===== src/core/pec_regs.vh =====
`ifndef PEC_REGS_VH
`define PEC_REGS_VH

// model register addresses
`define PEC_ADDR_CNT0 12'h0C1
`define PEC_ADDR_ALIAS0 12'h4C1
`define PEC_ADDR_SEL0 12'h186
`define PEC_ADDR_CAP 12'h345

// capability register fields
`define PEC_CAP_FW_BIT 13

// event select register fields
`define PEC_F_EVT 7:0
`define PEC_F_UMASK 15:8
`define PEC_F_CORE 15:14
`define PEC_F_AGENT 13
`define PEC_F_PF 13:12
`define PEC_F_STATE 11:8
`define PEC_F_USR 16
`define PEC_F_OS 17
`define PEC_F_EN 22
`define PEC_SEL_RST 32'h0000_0000

// pre-defined event codes
`define PEC_EV_CYCLES 8'h3C
`define PEC_EV_INSN 8'hC0
`define PEC_EV_LLC 8'h2E
`define PEC_EV_BR 8'hC4
`define PEC_EV_BRMISS 8'hC5
`define PEC_UM_NONE 8'h00
`define PEC_UM_REF 8'h01
`define PEC_UM_LLCREF 8'h4F
`define PEC_UM_LLCMISS 8'h41

// qualifier encodings
`define PEC_CORE_ALL 2'h3
`define PEC_CORE_THIS 2'h1
`define PEC_PF_ALL 2'h3
`define PEC_PF_ONLY 2'h1
`define PEC_PF_EXCL 2'h0

`endif


===== src/core/pec_top.v =====
`default_nettype none
`include "pec_regs.vh"

module pec_top #(
  parameter NCNT = 2,
  parameter CNT_W = 48,
  parameter FW_CAP = 1,
  parameter [6:0] EVT_UNAVAIL = 7'h00
) (
  // clock and reset
  input wire mclk,
  input wire resetn,
  // model register write port
  input wire wr_en,
  input wire [11:0] wr_addr,
  input wire [31:0] wr_lo,
  input wire [31:0] wr_hi,
  output reg wr_err,
  // model register read port
  input wire rd_en,
  input wire [11:0] rd_addr,
  output reg [63:0] rd_data,
  output reg rd_valid,
  output reg rd_err,
  // counting control from outside this block
  input wire [NCNT-1:0] global_en,
  input wire ring0,
  // core state
  input wire sleep_non_c0,
  input wire halted,
  input wire stop_clock_pin,
  input wire first_level_thermal_throttle,
  input wire freq_switching,
  input wire ref_tick,
  // architectural event pulses
  input wire insn_retire,
  input wire vm_exit,
  input wire llc_ref,
  input wire llc_miss,
  input wire br_retire,
  input wire br_misp,
  // model-specific event pulse and its attributes
  input wire ms_evt,
  input wire [7:0] ms_code,
  input wire ms_q_core,
  input wire ms_q_agent,
  input wire ms_q_pf,
  input wire ms_q_state,
  input wire ms_this_core,
  input wire ms_this_agent,
  input wire ms_hw_pf,
  input wire [3:0] ms_line_state,
  // availability vector
  output wire [6:0] evt_unavail
);

  assign evt_unavail = EVT_UNAVAIL;

  // stop-clock arrives from a pin
  reg stop_clock_pin_meta_reg;
  reg stop_clock_pin_sync_reg;
  always @(posedge mclk or negedge resetn) begin
    if (!resetn) begin
      stop_clock_pin_meta_reg <= 1'b0;
      stop_clock_pin_sync_reg <= 1'b0;
    end else begin
      stop_clock_pin_meta_reg <= stop_clock_pin;
      stop_clock_pin_sync_reg <= stop_clock_pin_meta_reg;
    end
  end

  // mclk is the core clock; core cycles stop counting while freq_switching is high
  wire core_run = !(sleep_non_c0 | halted | stop_clock_pin_sync_reg |
                    first_level_thermal_throttle | freq_switching);

  wire fw_on = (FW_CAP != 0);
  wire [63:0] cap_val = {{(63 - `PEC_CAP_FW_BIT){1'b0}}, fw_on,
                         {`PEC_CAP_FW_BIT{1'b0}}};

  // write values for both counter forms
  wire [63:0] narrow_val = {{32{wr_lo[31]}}, wr_lo};
  wire [63:0] wide_val = {wr_hi, wr_lo};

  // prefetch qualification never applies alongside agent qualification
  wire use_pf = ms_q_pf & !ms_q_agent;

  wire [NCNT-1:0] hit_cnt_w;
  wire [NCNT-1:0] hit_alias_w;
  wire [NCNT-1:0] hit_sel_w;
  wire [NCNT-1:0] hit_cnt_r;
  wire [NCNT-1:0] hit_alias_r;
  wire [NCNT-1:0] hit_sel_r;
  wire [NCNT*64-1:0] cnt_rd_flat;
  wire [NCNT*32-1:0] sel_rd_flat;

  genvar g;
  generate
    for (g = 0; g < NCNT; g = g + 1) begin : g_cnt
      localparam [11:0] A_CNT = `PEC_ADDR_CNT0 + g;
      localparam [11:0] A_ALIAS = `PEC_ADDR_ALIAS0 + g;
      localparam [11:0] A_SEL = `PEC_ADDR_SEL0 + g;

      reg [CNT_W-1:0] cnt_reg;
      reg [CNT_W-1:0] cnt_next;
      reg [31:0] sel_reg;

      assign hit_cnt_w[g] = (wr_addr == A_CNT);
      assign hit_alias_w[g] = fw_on & (wr_addr == A_ALIAS);
      assign hit_sel_w[g] = (wr_addr == A_SEL);
      assign hit_cnt_r[g] = (rd_addr == A_CNT);
      assign hit_alias_r[g] = fw_on & (rd_addr == A_ALIAS);
      assign hit_sel_r[g] = (rd_addr == A_SEL);

      wire [7:0] esel = sel_reg[`PEC_F_EVT];
      wire [7:0] umask = sel_reg[`PEC_F_UMASK];
      wire [1:0] core_q = sel_reg[`PEC_F_CORE];
      wire [1:0] pf_q = sel_reg[`PEC_F_PF];

      // pre-defined events
      wire is_cyc = (esel == `PEC_EV_CYCLES) & (umask == `PEC_UM_NONE);
      wire is_ref = (esel == `PEC_EV_CYCLES) & (umask == `PEC_UM_REF);
      wire is_insn = (esel == `PEC_EV_INSN) & (umask == `PEC_UM_NONE);
      wire is_lref = (esel == `PEC_EV_LLC) & (umask == `PEC_UM_LLCREF);
      wire is_lmiss = (esel == `PEC_EV_LLC) & (umask == `PEC_UM_LLCMISS);
      wire is_br = (esel == `PEC_EV_BR) & (umask == `PEC_UM_NONE);
      wire is_brm = (esel == `PEC_EV_BRMISS) & (umask == `PEC_UM_NONE);
      wire is_arch = is_cyc | is_ref | is_insn | is_lref | is_lmiss | is_br | is_brm;

      wire arch_hit = (is_cyc & core_run) |
                      (is_ref & ref_tick & core_run) |
                      (is_insn & insn_retire & !vm_exit) |
                      (is_lref & llc_ref) |
                      (is_lmiss & llc_miss) |
                      (is_br & br_retire) |
                      (is_brm & br_misp);

      // qualifier sub-fields; core-only sources flag neither core nor agent
      wire core_ok = !ms_q_core | (core_q == `PEC_CORE_ALL) |
                     ((core_q == `PEC_CORE_THIS) & ms_this_core);
      wire agent_ok = !ms_q_agent | sel_reg[`PEC_F_AGENT] | ms_this_agent;
      wire pf_ok = !use_pf | (pf_q == `PEC_PF_ALL) |
                   ((pf_q == `PEC_PF_ONLY) & ms_hw_pf) |
                   ((pf_q == `PEC_PF_EXCL) & !ms_hw_pf);
      wire state_ok = !ms_q_state |
                      (|(sel_reg[`PEC_F_STATE] & ms_line_state));

      wire ms_hit = !is_arch & ms_evt & (ms_code == esel) &
                    core_ok & agent_ok & pf_ok & state_ok;

      wire priv_ok = (sel_reg[`PEC_F_OS] & ring0) | (sel_reg[`PEC_F_USR] & !ring0);
      wire cnt_en = global_en[g] & sel_reg[`PEC_F_EN] & priv_ok;

      // a software write in the same cycle as an event wins over the count
      always @* begin
        cnt_next = cnt_reg;
        if (wr_en & hit_alias_w[g])
          cnt_next = wide_val[CNT_W-1:0];
        else if (wr_en & hit_cnt_w[g])
          cnt_next = narrow_val[CNT_W-1:0];
        else if (cnt_en & (arch_hit | ms_hit))
          cnt_next = cnt_reg + {{(CNT_W-1){1'b0}}, 1'b1};
      end

      always @(posedge mclk or negedge resetn) begin
        if (!resetn) begin
          cnt_reg <= {CNT_W{1'b0}};
          sel_reg <= `PEC_SEL_RST;
        end else begin
          cnt_reg <= cnt_next;
          if (wr_en & hit_sel_w[g])
            sel_reg <= wr_lo;
        end
      end

      // upper bits read back as the sign of the implemented width
      assign cnt_rd_flat[g*64 +: 64] = {{(64-CNT_W){cnt_reg[CNT_W-1]}}, cnt_reg};
      assign sel_rd_flat[g*32 +: 32] = sel_reg;
    end
  endgenerate

  // read mux
  reg [63:0] rd_mux;
  reg rd_hit;
  integer i;
  always @* begin
    rd_mux = 64'h0000_0000_0000_0000;
    rd_hit = 1'b0;
    if (rd_addr == `PEC_ADDR_CAP) begin
      rd_mux = cap_val;
      rd_hit = 1'b1;
    end
    for (i = 0; i < NCNT; i = i + 1) begin
      if (hit_cnt_r[i] | hit_alias_r[i]) begin
        rd_mux = cnt_rd_flat[i*64 +: 64];
        rd_hit = 1'b1;
      end
      if (hit_sel_r[i]) begin
        rd_mux = {32'h0000_0000, sel_rd_flat[i*32 +: 32]};
        rd_hit = 1'b1;
      end
    end
  end

  // capability register is read-only, so writing it is an error
  wire wr_hit = |(hit_cnt_w | hit_alias_w | hit_sel_w);

  always @(posedge mclk or negedge resetn) begin
    if (!resetn) begin
      rd_data <= 64'h0000_0000_0000_0000;
      rd_valid <= 1'b0;
      rd_err <= 1'b0;
      wr_err <= 1'b0;
    end else begin
      rd_valid <= rd_en;
      rd_err <= rd_en & !rd_hit;
      wr_err <= wr_en & !wr_hit;
      if (rd_en)
        rd_data <= rd_mux;
    end
  end

endmodule // pec_top
`default_nettype wire


===== config.mk =====
export PLATFORM = sky130hd
export DESIGN_NAME = pec_top
export DESIGN_NICKNAME = d
export VERILOG_FILES = /design/src/core/pec_top.v
export VERILOG_INCLUDE_DIRS = /design/src /design/src/core
export SDC_FILE = /design/constraint.sdc
export NUM_CORES = 1
export LEC_CHECK = 0
export ABC_AREA = 1
export BUFFER_PORTS_ARGS = -buffer_cell sky130_fd_sc_hd__buf_2
export CAP_MARGIN = 20
export CELL_PAD_IN_SITES_DETAIL_PLACEMENT = 1
export CELL_PAD_IN_SITES_GLOBAL_PLACEMENT = 2
export CORE_MARGIN = 4
export CORE_UTILIZATION = 32
export DETAILED_ROUTE_END_ITERATION = 8
export GPL_TIMING_DRIVEN = 0
export PLACE_DENSITY_LB_ADDON = 0.15
export RECOVER_POWER = 100
export SKIP_CTS_REPAIR_TIMING = 1
export SLEW_MARGIN = 5
export SYNTH_ARGS = -nofsm -noshare
export SYNTH_HDL_FRONTEND = slang
export SYNTH_SLANG_ARGS = --single-unit

===== constraint.sdc =====
create_clock -name mclk -period 2.5 [get_ports mclk]
set_input_delay 0.25 -clock mclk [delete_from_list [all_inputs] [get_ports mclk]]
set_output_delay 0.25 -clock mclk [all_outputs]
set_load 0.03 [all_outputs]

* Yosys cells after proc, flatten, opt, wreduce, memory -nomap -nowiden
Cells that the tools add are included.
** Storage, ports and cells
- Register bits after elaboration :: 229
- Input port bits :: 127
- Output and inout port bits :: 74
- Logic and storage cells :: 211
** Operators by class
- Add/sub/neg operators :: 2
- Eq/ne operators :: 39
- Muxes and demuxes :: 16
- Bitwise operators :: 123
- Reductions and logical operators :: 21
** Operators with widths (count)
- 48-bit two-way mux :: 6
- 64-bit two-way mux :: 4
- 48-bit by 1-bit adder with 48-bit output, second input constant :: 2
- 1-bit bitwise AND :: 69
- 1-bit bitwise OR :: 50
- 12-bit by 11-bit equality test with 1-bit output, second input constant :: 4
- 12-bit by 8-bit equality test with 1-bit output, second input constant :: 4
- 12-bit by 9-bit equality test with 1-bit output, second input constant :: 4
- 8-bit equality test, second input constant :: 6
- 8-bit by 6-bit equality test with 1-bit output, second input constant :: 4
- 8-bit by 7-bit equality test with 1-bit output, second input constant :: 4
- 8-bit by 1-bit equality test with 1-bit output, second input constant :: 2
- 8-bit equality test :: 2
- 8-bit logical NOT :: 2
- 14-bit two-way mux :: 1
- 12-bit by 10-bit equality test with 1-bit output, second input constant :: 1
- 1-bit logical NOT :: 12
- 4-bit bitwise AND :: 2
- 2-bit by 1-bit equality test with 1-bit output, second input constant :: 4
- 2-bit equality test, second input constant :: 4
- 4-bit OR reduction :: 2
- 3-bit nonzero test :: 2
- 1-bit two-way mux :: 5
- 2-bit logical NOT :: 2
- other kinds (2) :: 3

* Longest topological paths before layout
Gate-level depths: netlist of the first run.
- Depth after elaboration :: 20
- Depth in mapped cells :: 16
- Mapped depth without buffers :: 15

* Least setup slack after synthesis of the first run
Ideal clock, no wire load.
- Path type :: flip-flop to flip-flop
- From :: register g_cnt[0].sel_reg[13]
- To :: register g_cnt[0].cnt_reg[2]
- Setup time :: 0.121 ns
- Arrival :: 1.666 ns
- Data required time :: 2.379 ns
- Path slack :: 0.713 ns
- Stages on the path, launching flop included :: 15
- Buffers on the path :: 2
- Clock period less this slack :: 1.787 ns
- Cell sequence :: dfrtp_1 -> nor2_2 -> nand2_1 -> nor2_2 -> buf_6 -> nand3_1 -> nand2_1 -> nor2_1 -> nand3_2 -> nand2_4 -> nand2_4 -> nand2_4 -> buf_6 -> nor2_1 -> nor2_1
** Between the ends
- Cells in the longest elaborated chain, start to end :: 18
- Elaborated cells between the ends (all ways) :: 52
- Classes of those cells :: eq/ne (5); bitwise (43); reduce/logical (4)
** RTL lines
- start: declaration :: line pec_top.v:105 : reg [31:0] sel_reg;
- start signal: assignment :: line pec_top.v:167 : sel_reg <= `PEC_SEL_RST;
- start signal: assignment :: line pec_top.v:171 : sel_reg <= wr_lo;
- 8-bit by 1-bit equality test with 1-bit output (no line) or 8-bit logical NOT (tied branches)
- 1-bit bitwise AND (on tied branches) :: line pec_top.v:121, pec_top.v:120
- 1-bit bitwise OR (6 in a row) :: line pec_top.v:127 : wire is_arch = is_cyc | is_ref | is_insn | is_lref | is_lmiss | is_br | is_brm;
- 1-bit logical NOT :: line pec_top.v:147 : wire ms_hit = !is_arch & ms_evt & (ms_code == esel) &
- 1-bit bitwise AND (3 in a row) :: line pec_top.v:147
- 1-bit bitwise AND (3 in a row) :: line pec_top.v:148 : core_ok & agent_ok & pf_ok & state_ok;
- 1-bit bitwise OR * :: line pec_top.v:160 : else if (cnt_en & (arch_hit | ms_hit))
- 1-bit bitwise AND * :: line pec_top.v:160
- 3-bit nonzero test (no line) *
- end signal: assignment :: line pec_top.v:166 : cnt_reg <= {CNT_W{1'b0}};
- end signal: assignment :: line pec_top.v:169 : cnt_reg <= cnt_next;
- end: declaration :: line pec_top.v:103 : reg [CNT_W-1:0] cnt_reg;
Mark *: on every way between the ends. The rest lies on a longest branch, timed or not.
A chain may end at the register's enable or synchronous reset.

* Worst setup path in the final report of the first run
- From :: input port rd_addr[8]
- To :: register rd_data[22]
** Between the ends
- Cells in the longest elaborated chain, start to end :: 6
- Elaborated cells between the ends (all ways) :: 12
- Classes of those cells :: eq/ne (6); mux (4); bitwise (2)
** RTL lines
- start: declaration :: line pec_top.v:21 : input wire [11:0] rd_addr,
- 12-bit by 8-bit equality test with 1-bit output or 12-bit by 11-bit equality test with 1-bit output (tied branches) :: line pec_top.v:110, pec_top.v:111
- 1-bit bitwise OR :: line pec_top.v:193 : if (hit_cnt_r[i] | hit_alias_r[i]) begin
- 64-bit two-way mux :: line pec_top.v:193
- 64-bit two-way mux :: line pec_top.v:197 : if (hit_sel_r[i]) begin
- 64-bit two-way mux :: line pec_top.v:193
- 64-bit two-way mux * :: line pec_top.v:197
- end signal: assignment :: line pec_top.v:218 : rd_data <= rd_mux;
- end: declaration :: line pec_top.v:22 : output reg [63:0] rd_data,
Marked as above.

==> results by group, run 1 <==
GRT
  • Vias in the first global route: between 15000 and 20000
  • Global Route Usage Sum: 0.2891
  • Met3 GRT Util: 0.05556
  • GR Overflow Total: 0
  • Initial antenna violation count: 7
  • Global routing's busiest layer: met2
  • Met2 usage: 0.4610
  • Grt met1 use: 0.4015
  • First-pass GRT wire length: about 110000 um
  • Largest net degree at the start of global routing: 108

Route
  • First-pass detailed-route iteration total: 5
  • Vias: between 15000 and 20000
  • Iter 0 DRT Violations: about 1300
  • Routed WL: ~75000 um
  • Routed Antenna Nets: 0
  • Vias per Instance: 5.358
  • Avg WL per Cell: 23.73 um
  • Drt drc: 0

Synthesis
  • Post-Synth Adder-Cell Area: 0.001683
  • Syn Inst Count: between 2000 and 2500
  • Post-synth top area share: 0.3585
  • Largest family of logic cells by synthesized area: simple AND/OR/NAND/NOR gates
  • Post-synth EDFFs: 0
  • Synth area leaders: dfrtp_1 36%, nand2_1 18%, nand3_1 8.2%
  • Synth Register Bits: approximately 210
  • Syn_area_per_cell: between 6 and 7 um2
  • Multiplexer area fraction after synthesis: 0
  • Synth cell types: 41
  • Predominant post-synthesis flop cell: dfrtp_1
  • Synth area leader: dfrtp_1
  • Post-Synth XOR/XNOR Area: 0.02297
  • Cell Area, Synth: ~15000 um2
  • Synth Warn #: 0
  • FFs w/ async S/R, synth: 1.000
  • Synth Area in Compound Gates: 0.1134
  • Post-synthesis simple-gate area fraction: 0.3940
  • Register area share after synthesis: 0.3585

Placement
  • DP Cell Count: 3082
  • GPL Wtd Cong: about 0.94
  • Hpwl dp: approximately 60000 um
  • # port buffers: around 180

Power
  • Switching share of power: 0.2643
  • Power Total: ~8300 uW
  • Clock share of power: 0.517
  • Power per cell area: roughly 470 nW/um2
  • Peak supply drop: ~0.52 mV
  • Combinational power share: 0.061
  • P_sw: between 2000 and 2500 uW
  • Leakage: 0.008543 uW
  • P_int: 6073 uW
  • Flop pwr share: 0.422

Clock network
  • Clk sinks: between 200 and 250
  • CTS tree: done
  • Clock Tree Root: clkbuf_16
  • Clock buffer depth: 3
  • Clock slew at reported path FFs: around 60 ps
  • CTS Buf Count: 28
  • CTS H-tree depth: 1
  • Clock Latency Late Sink: between 600 and 700 ps

Final layout
  • Layout Utilization: 0.3879
  • Number of flip-flops in the largest register: 96
  • Area growth syn-to-layout: 19.17%
  • Layout cells sized above 1: 0.1164
  • Final non-filler cell total: roughly 3100
  • Final nets: approximately 2700

Hold path
  • Worst hold path class: in2reg
  • WHS Path Cells: 3
  • Hold_sp: wr_lo[3]

Setup path
  • Reg2Reg Depth: 12
  • Crit. End Element: flop
  • Critical path fanouts, max: 10
  • RR Startpoint: g_cnt[0].cnt_reg[0]
  • CP startpoint kind: primary input
  • CP required: about 3000 ps
  • Crit path DAT: just under 3000 ps
  • Launch point of the worst path: rd_addr[8]
  • Crit Path Class: in2reg

STA
  • RSZ-0062 raised after global routing: yes
  • Final Cycle Share: 0.9723
  • Hold slack final: -22.42 ps
  • Final Hold Fails: 1
  • Final Slew Violations: 0
  • Tmin final: approximately 2400 ps
  • Final setup vio count: 0
  • Fmax: about 410 MHz
  • Slew HR: 0.1181
  • Clock Skew: a little under 50 ps
  • Worst Tran Pin Value: 1323 ps

Die
  • Row Count: 78
  • Core region area: between 40000 and 50000 um2
  • Initial Util: 0.3255
  • Die Span Y: roughly 220 um
  • DIE AREA: about 50000 um2
  • Top-Level Pins: ~200
  • Die width: 223.6 um

Run status
  • Status: finished, violations left
  • Failing checks: negative hold slack

Flow run
  • Number of max-cap violations: 0
-- stage by stage --
stage | setup WS (ps) | cell area, um2 | TNS, ps
after floorplan | 712.6 | 14890 | 0
after global placement | -3091 | 16520 | -670430
after detailed placement | -612.5 | 16600 | -13430
after CTS | -200.3 | 17540 | -2515
after global routing | -29.94 | 17720 | -43.18
final | 69.30 | 17720 | 0
-- power by group through the flow --
stage | Combinational (uW) | Sequential (uW) | Clock (uW)
finish | 508 | 3480 | 4260
global route | 554 | 3480 | 4450
CTS | 501 | 3480 | 4320
detailed placement | 500 | 3540 | 0
global placement | 482 | 3550 | 0
floorplan | 160 | 3550 | 0
-- layout make-up --
cell class | instances | area, um2
buffer | 112 | 619.3
clock inverter | 12 | 176.4
fill | 6028 | 27960
inverter | 271 | 1017
timing repair buffer | 190 | 959.7
clock buffer | 37 | 764.5
antenna | 1 | 2.502
tap | 600 | 750.7
sequential | 213 | 5336
multi-input combinational | 1707 | 8092
-- cells by family after synthesis --
group | after synthesis
buffers and inverters | 383
DFF | 213
AOI/OAI and AO/OA | 294
and+or+nand+nor | 1365
adders and majority gates | 2
xor gates and xnor gates | 39
other | 1
-- metal layers --
metal  vias to the layer above  share of wire
met5                         -        0.00075
met4                        10          0.034
met3                       137          0.070
met2                       516           0.45
met1                      8299           0.45
li1                       7878              -
-- Yosys cell counts, types with 2 or more instances --
cell	instances
a21oi_1	76
and3_1	3
buf_1	8
buf_2	28
buf_4	28
buf_6	6
clkbuf_1	42
dfrtp_1	213
ha_1	2
inv_1	268
inv_2	2
nand2_1	727
nand2_2	5
nand2_4	4
nand3_1	243
nand3_2	4
nand3b_1	3
nand4_1	55
nor2_1	236
nor2_2	12
nor2_4	4
nor3_1	47
nor4_1	3
o211ai_1	21
o21ai_0	111
o21ai_1	17
o221ai_1	30
o22ai_1	38
or2_0	4
or2_1	3
or2_2	7
xnor2_1	2
xor2_1	37
-- placed cells by master, fill, tap and decap left out, types with 4 or more instances in the layout --
master         instances
xor2_1                37
dfrtp_2                5
o21ai_0              110
a21oi_1               75
clkbuf_1             110
nand3_1              239
clkbuf_2               6
clkbuf_16             28
buf_2                137
dlygate4sd3_1         10
nand2_2                7
nor2_4                15
or2_2                  7
or2_0                  5
inv_1                268
nand2_1              725
nor3_1                42
o21ai_1               18
dfrtp_1              208
nor4_1                 4
nor2_1               226
o211ai_1              21
nor3_2                 5
buf_1                  4
nand3_2                8
conb_1                 7
clkbuf_4              19
o221ai_1              30
nand4_1               55
buf_6                  8
nor2_2                11
o22ai_1               38
buf_4                 12
-- critical path, cell delays in order --
cell and delay [ps]:
clkbuf_1 80, nor2_1 230, nand2_1 110, nor2_1 330, clkbuf_1 500, nand2_1 270
clkbuf_1 400, o22ai_1 430, o221ai_1 220, nand2_1 130
-- path summary, 6_finish.rpt --
| check | endpoint | slack, ps |
|---|---|---|
| max in group asynchronous | g_cnt[1].sel_reg[31] | 430 |
| setup / recovery | rd_data[22] | 70 |
| hold reg to reg | stop_clock_pin_sync_reg | 350 |
| setup reg to reg | g_cnt[0].cnt_reg[40] | 90 |
| hold / removal | g_cnt[1].sel_reg[3] | -20 |
| min in group asynchronous | rd_data[5] | 100 |
No activity file was read; power rests on OpenSTA's default activity.
==> run 2, diff against run 1 <==
ABC_CLOCK_PERIOD_IN_PS = 2500   (was default)
BUFFER_PORTS_ARGS = -buffer_cell sky130_fd_sc_hd__buf_4   (was -buffer_cell sky130_fd_sc_hd__buf_2)
==> results by group, run 2 (synthesized netlist as in run 1, its figures left out) <==
Power
  • Leakage: 0.008667 uW (was 0.008543 uW)
  • Flop pwr share: 0.424 (was 0.422)
  • P_int: 6101 uW (was 6073 uW)
  • Combinational power share: 0.068 (was 0.061)
  • Switching share of power: 0.2577 (was 0.2643)
  • Peak supply drop: 0.4122 mV (was 0.5165 mV)
  • Clock share of power: 0.508 (was 0.517)
  • P_sw: 2118 uW (was 2182 uW)
  • Power per cell area: 456.7 nW/um2 (was 465.9 nW/um2)

Setup path
  • Reg2reg setup slack: 100 ps (was 90 ps)
  • RR Startpoint: g_cnt[0].cnt_reg[0] (unchanged)
  • Critical Path Most Common Cell: nor2_4
  • Slowest CP cell: dfrtp_1 (was clkbuf_1)
  • CP peak stage delay: 400 ps (was 500 ps)
  • Crit. End Element: flop (unchanged)
  • WP buf/inv: 0 (was 3)
  • RR Endpoint: g_cnt[0].cnt_reg[40] (unchanged)
  • Launch point of the worst path: g_cnt[0].cnt_reg[0] (was rd_addr[8])
  • WP depth: 12 (was 10)
  • Critical path fanouts, max: 5 (was 10)
  • Reg2Reg Depth: 12 (unchanged)
  • Crit path DAT: 2850 ps (was 2960 ps)
  • Crit path to: g_cnt[0].cnt_reg[40] (was rd_data[22])
  • CP startpoint kind: flop (was primary input)
  • CP required: 2950 ps (was 3030 ps)
  • Crit Path Class: reg2reg (was in2reg)
  • Worst-path cell chain: ha_1 -> nand2_1 -> nor2_4 -> nand2_2 -> nor2_4 -> nand2_2 -> nor2_4 -> nand4_1 -> nor2_2 -> nand3_1 -> nand3_1 -> nand2_1 (was clkbuf_1 -> nor2_1 -> nand2_1 -> nor2_1 -> clkbuf_1 -> nand2_1 -> clkbuf_1 -> o22ai_1 -> o221ai_1 -> nand2_1)
  • CP top delay family: simple AND/OR/NAND/NOR gates (unchanged)

Clock network
  • CTS tree: done (unchanged)
  • Clock Tree Root: clkbuf_16 (unchanged)
  • Clock buffer depth: 3 (unchanged)
  • Clock slew at reported path FFs: 50 ps (was 60 ps)
  • CTS H-tree depth: 1 (unchanged)
  • Clk sinks: 213 (unchanged)
  • Clock Latency Late Sink: 580 ps (was 610 ps)
  • CTS Buf Count: 28 (unchanged)

Final layout
  • Layout cells sized above 1: 0.1165 (was 0.1164)
  • Most frequent cells in the layout: 724 x nand2_1, 268 x inv_1, 240 x nand3_1 (was 725 x nand2_1, 268 x inv_1, 239 x nand3_1)
  • Area growth syn-to-layout: 21.05% (was 19.17%)
  • Diodes inserted: 0 (was 1)
  • Design area: 18000 um2 (was 17720 um2)
  • Most common cell after layout, fill and taps aside: nand2_1 (unchanged)
  • Number of flip-flops in the largest register: 96 (unchanged)
  • Final non-filler cell total: 3141 (was 3143)
  • Final nets: 2653 (was 2652)

Placement
  • DP Cell Count: 3081 (was 3082)
  • Placed Instance Area: 17030 um2 (was 16600 um2)
  • # port buffers: 176 (unchanged)
  • GPL Wtd Cong: 0.9370 (was 0.9445)
  • Hpwl dp: 59630 um (was 60220 um)

STA
  • Final Slew Violations: 0 (unchanged)
  • Tmin final: 2396 ps (was 2431 ps)
  • Worst Tran Pin Value: 1272 ps (was 1323 ps)
  • Final setup vio count: 0 (unchanged)
  • Final Hold Fails: 4 (was 1)
  • Final Cycle Share: 0.9583 (was 0.9723)
  • Fmax: 417.4 MHz (was 411.4 MHz)
  • Clock Skew: 32.73 ps (was 49.63 ps)
  • RSZ-0062 raised after global routing: yes (unchanged)
  • Hold slack final: -39.11 ps (was -22.42 ps)
  • Slew HR: 0.1519 (was 0.1181)

GRT
  • Global Route Usage Sum: 0.2855 (was 0.2891)
  • Largest net degree at the start of global routing: 108 (unchanged)
  • Vias in the first global route: 17287 (was 17181)
  • Initial antenna violation count: 4 (was 7)
  • GR Overflow Total: 0 (unchanged)
  • First-pass GRT wire length: 109000 um (was 110000 um)

Die
  • Core region area: 45670 um2 (unchanged)
  • Initial Util: 0.3255 (unchanged)
  • Row Count: 78 (unchanged)
  • Top-Level Pins: 201 (unchanged)
  • Die Span Y: 223.6 um (unchanged)
  • Die width: 223.6 um (unchanged)
  • DIE AREA: 49970 um2 (unchanged)

Route
  • Vias: 16909 (was 16840)
  • Avg WL per Cell: 23.55 um (was 23.73 um)
  • Routed Antenna Nets: 0 (unchanged)
  • Vias per Instance: 5.383 (was 5.358)
  • Drt drc: 0 (unchanged)
  • First-pass detailed-route iteration total: 5 (unchanged)
  • Iter 0 DRT Violations: 1240 (was 1319)
  • Routed WL: 73970 um (was 74590 um)

Hold path
  • Worst hold path class: in2reg (unchanged)

Run status
  • Failing checks: negative hold slack (unchanged)
  • Status: finished, violations left (unchanged)

Flow run
  • Number of max-cap violations: 0 (unchanged)
==> run 2: layer usage <==
layer	up-vias	global-route usage	share of wire
met2	452	0.4629	0.46
li1	7877	-	-
met3	118	0.05189	0.061
met5	-	0	0.00059
met4	8	0.06880	0.026
met1	8454	0.3979	0.45
==> run 2: tightest hold or removal path, cell delays in order <==
cell and delay, ps:
buf_4 110, nand2_1 50, o21ai_0 60
==> run 2: power groups by stage <==
stage          clock (uW)  combinational [uW]  sequential (uW)
2_1_floorplan           0                 160             3550
3_3_place_gp            0                 528             3550
3_5_place_dp            0                 547             3550
4_1_cts              4240                 548             3480
5_1_grt              4380                 603             3480
6_report             4180                 558             3480
==> run 2: final cells by class <==
| cell class | count | area [um2] |
|---|---|---|
| timing repair buffer | 191 | 1305 |
| tap | 600 | 750.7 |
| sequential | 213 | 5333 |
| clock buffer | 36 | 800.8 |
| fill | 6014 | 27680 |
| clock inverter | 11 | 125.1 |
| multi-input combinational | 1707 | 8054 |
| inverter | 271 | 1017 |
| buffer | 112 | 611.8 |
==> run 2: worst min-delay path by stage <==
| stage | start | endpoint | cells after the start |
|---|---|---|---|
| 6_report | wr_lo[3] | g_cnt[1].sel_reg[3] | 3 |
| 4_1_cts | resetn | rd_data[4] | 1 |
| 3_5_place_dp | resetn | rd_data[5] | 1 |
| 3_3_place_gp | stop_clock_pin_meta_reg | stop_clock_pin_sync_reg | 0 |
| 5_1_grt | wr_lo[9] | g_cnt[1].sel_reg[9] | 3 |
| 2_1_floorplan | resetn | g_cnt[0].cnt_reg[0] | 0 |
==> run 2: through the flow <==
stage / TNS [ps] / utilization / setup slack, ps / power [uW] / hold WS [ps]
final: 0 / 0.3940 / 104.3 / 8219 / -39.11
after floorplan: 0 / - / 712.6 / 3708 / -45.59
after detailed placement: -17290 / 0.3728 / -633.6 / 4093 / 91.39
after CTS: -1145 / 0.3930 / -166.3 / 8274 / -505.5
after global placement: -159180 / 0.3714 / -716.2 / 4073 / 335.9
after global routing: -53.03 / 0.3940 / -19.60 / 8463 / 0.02015
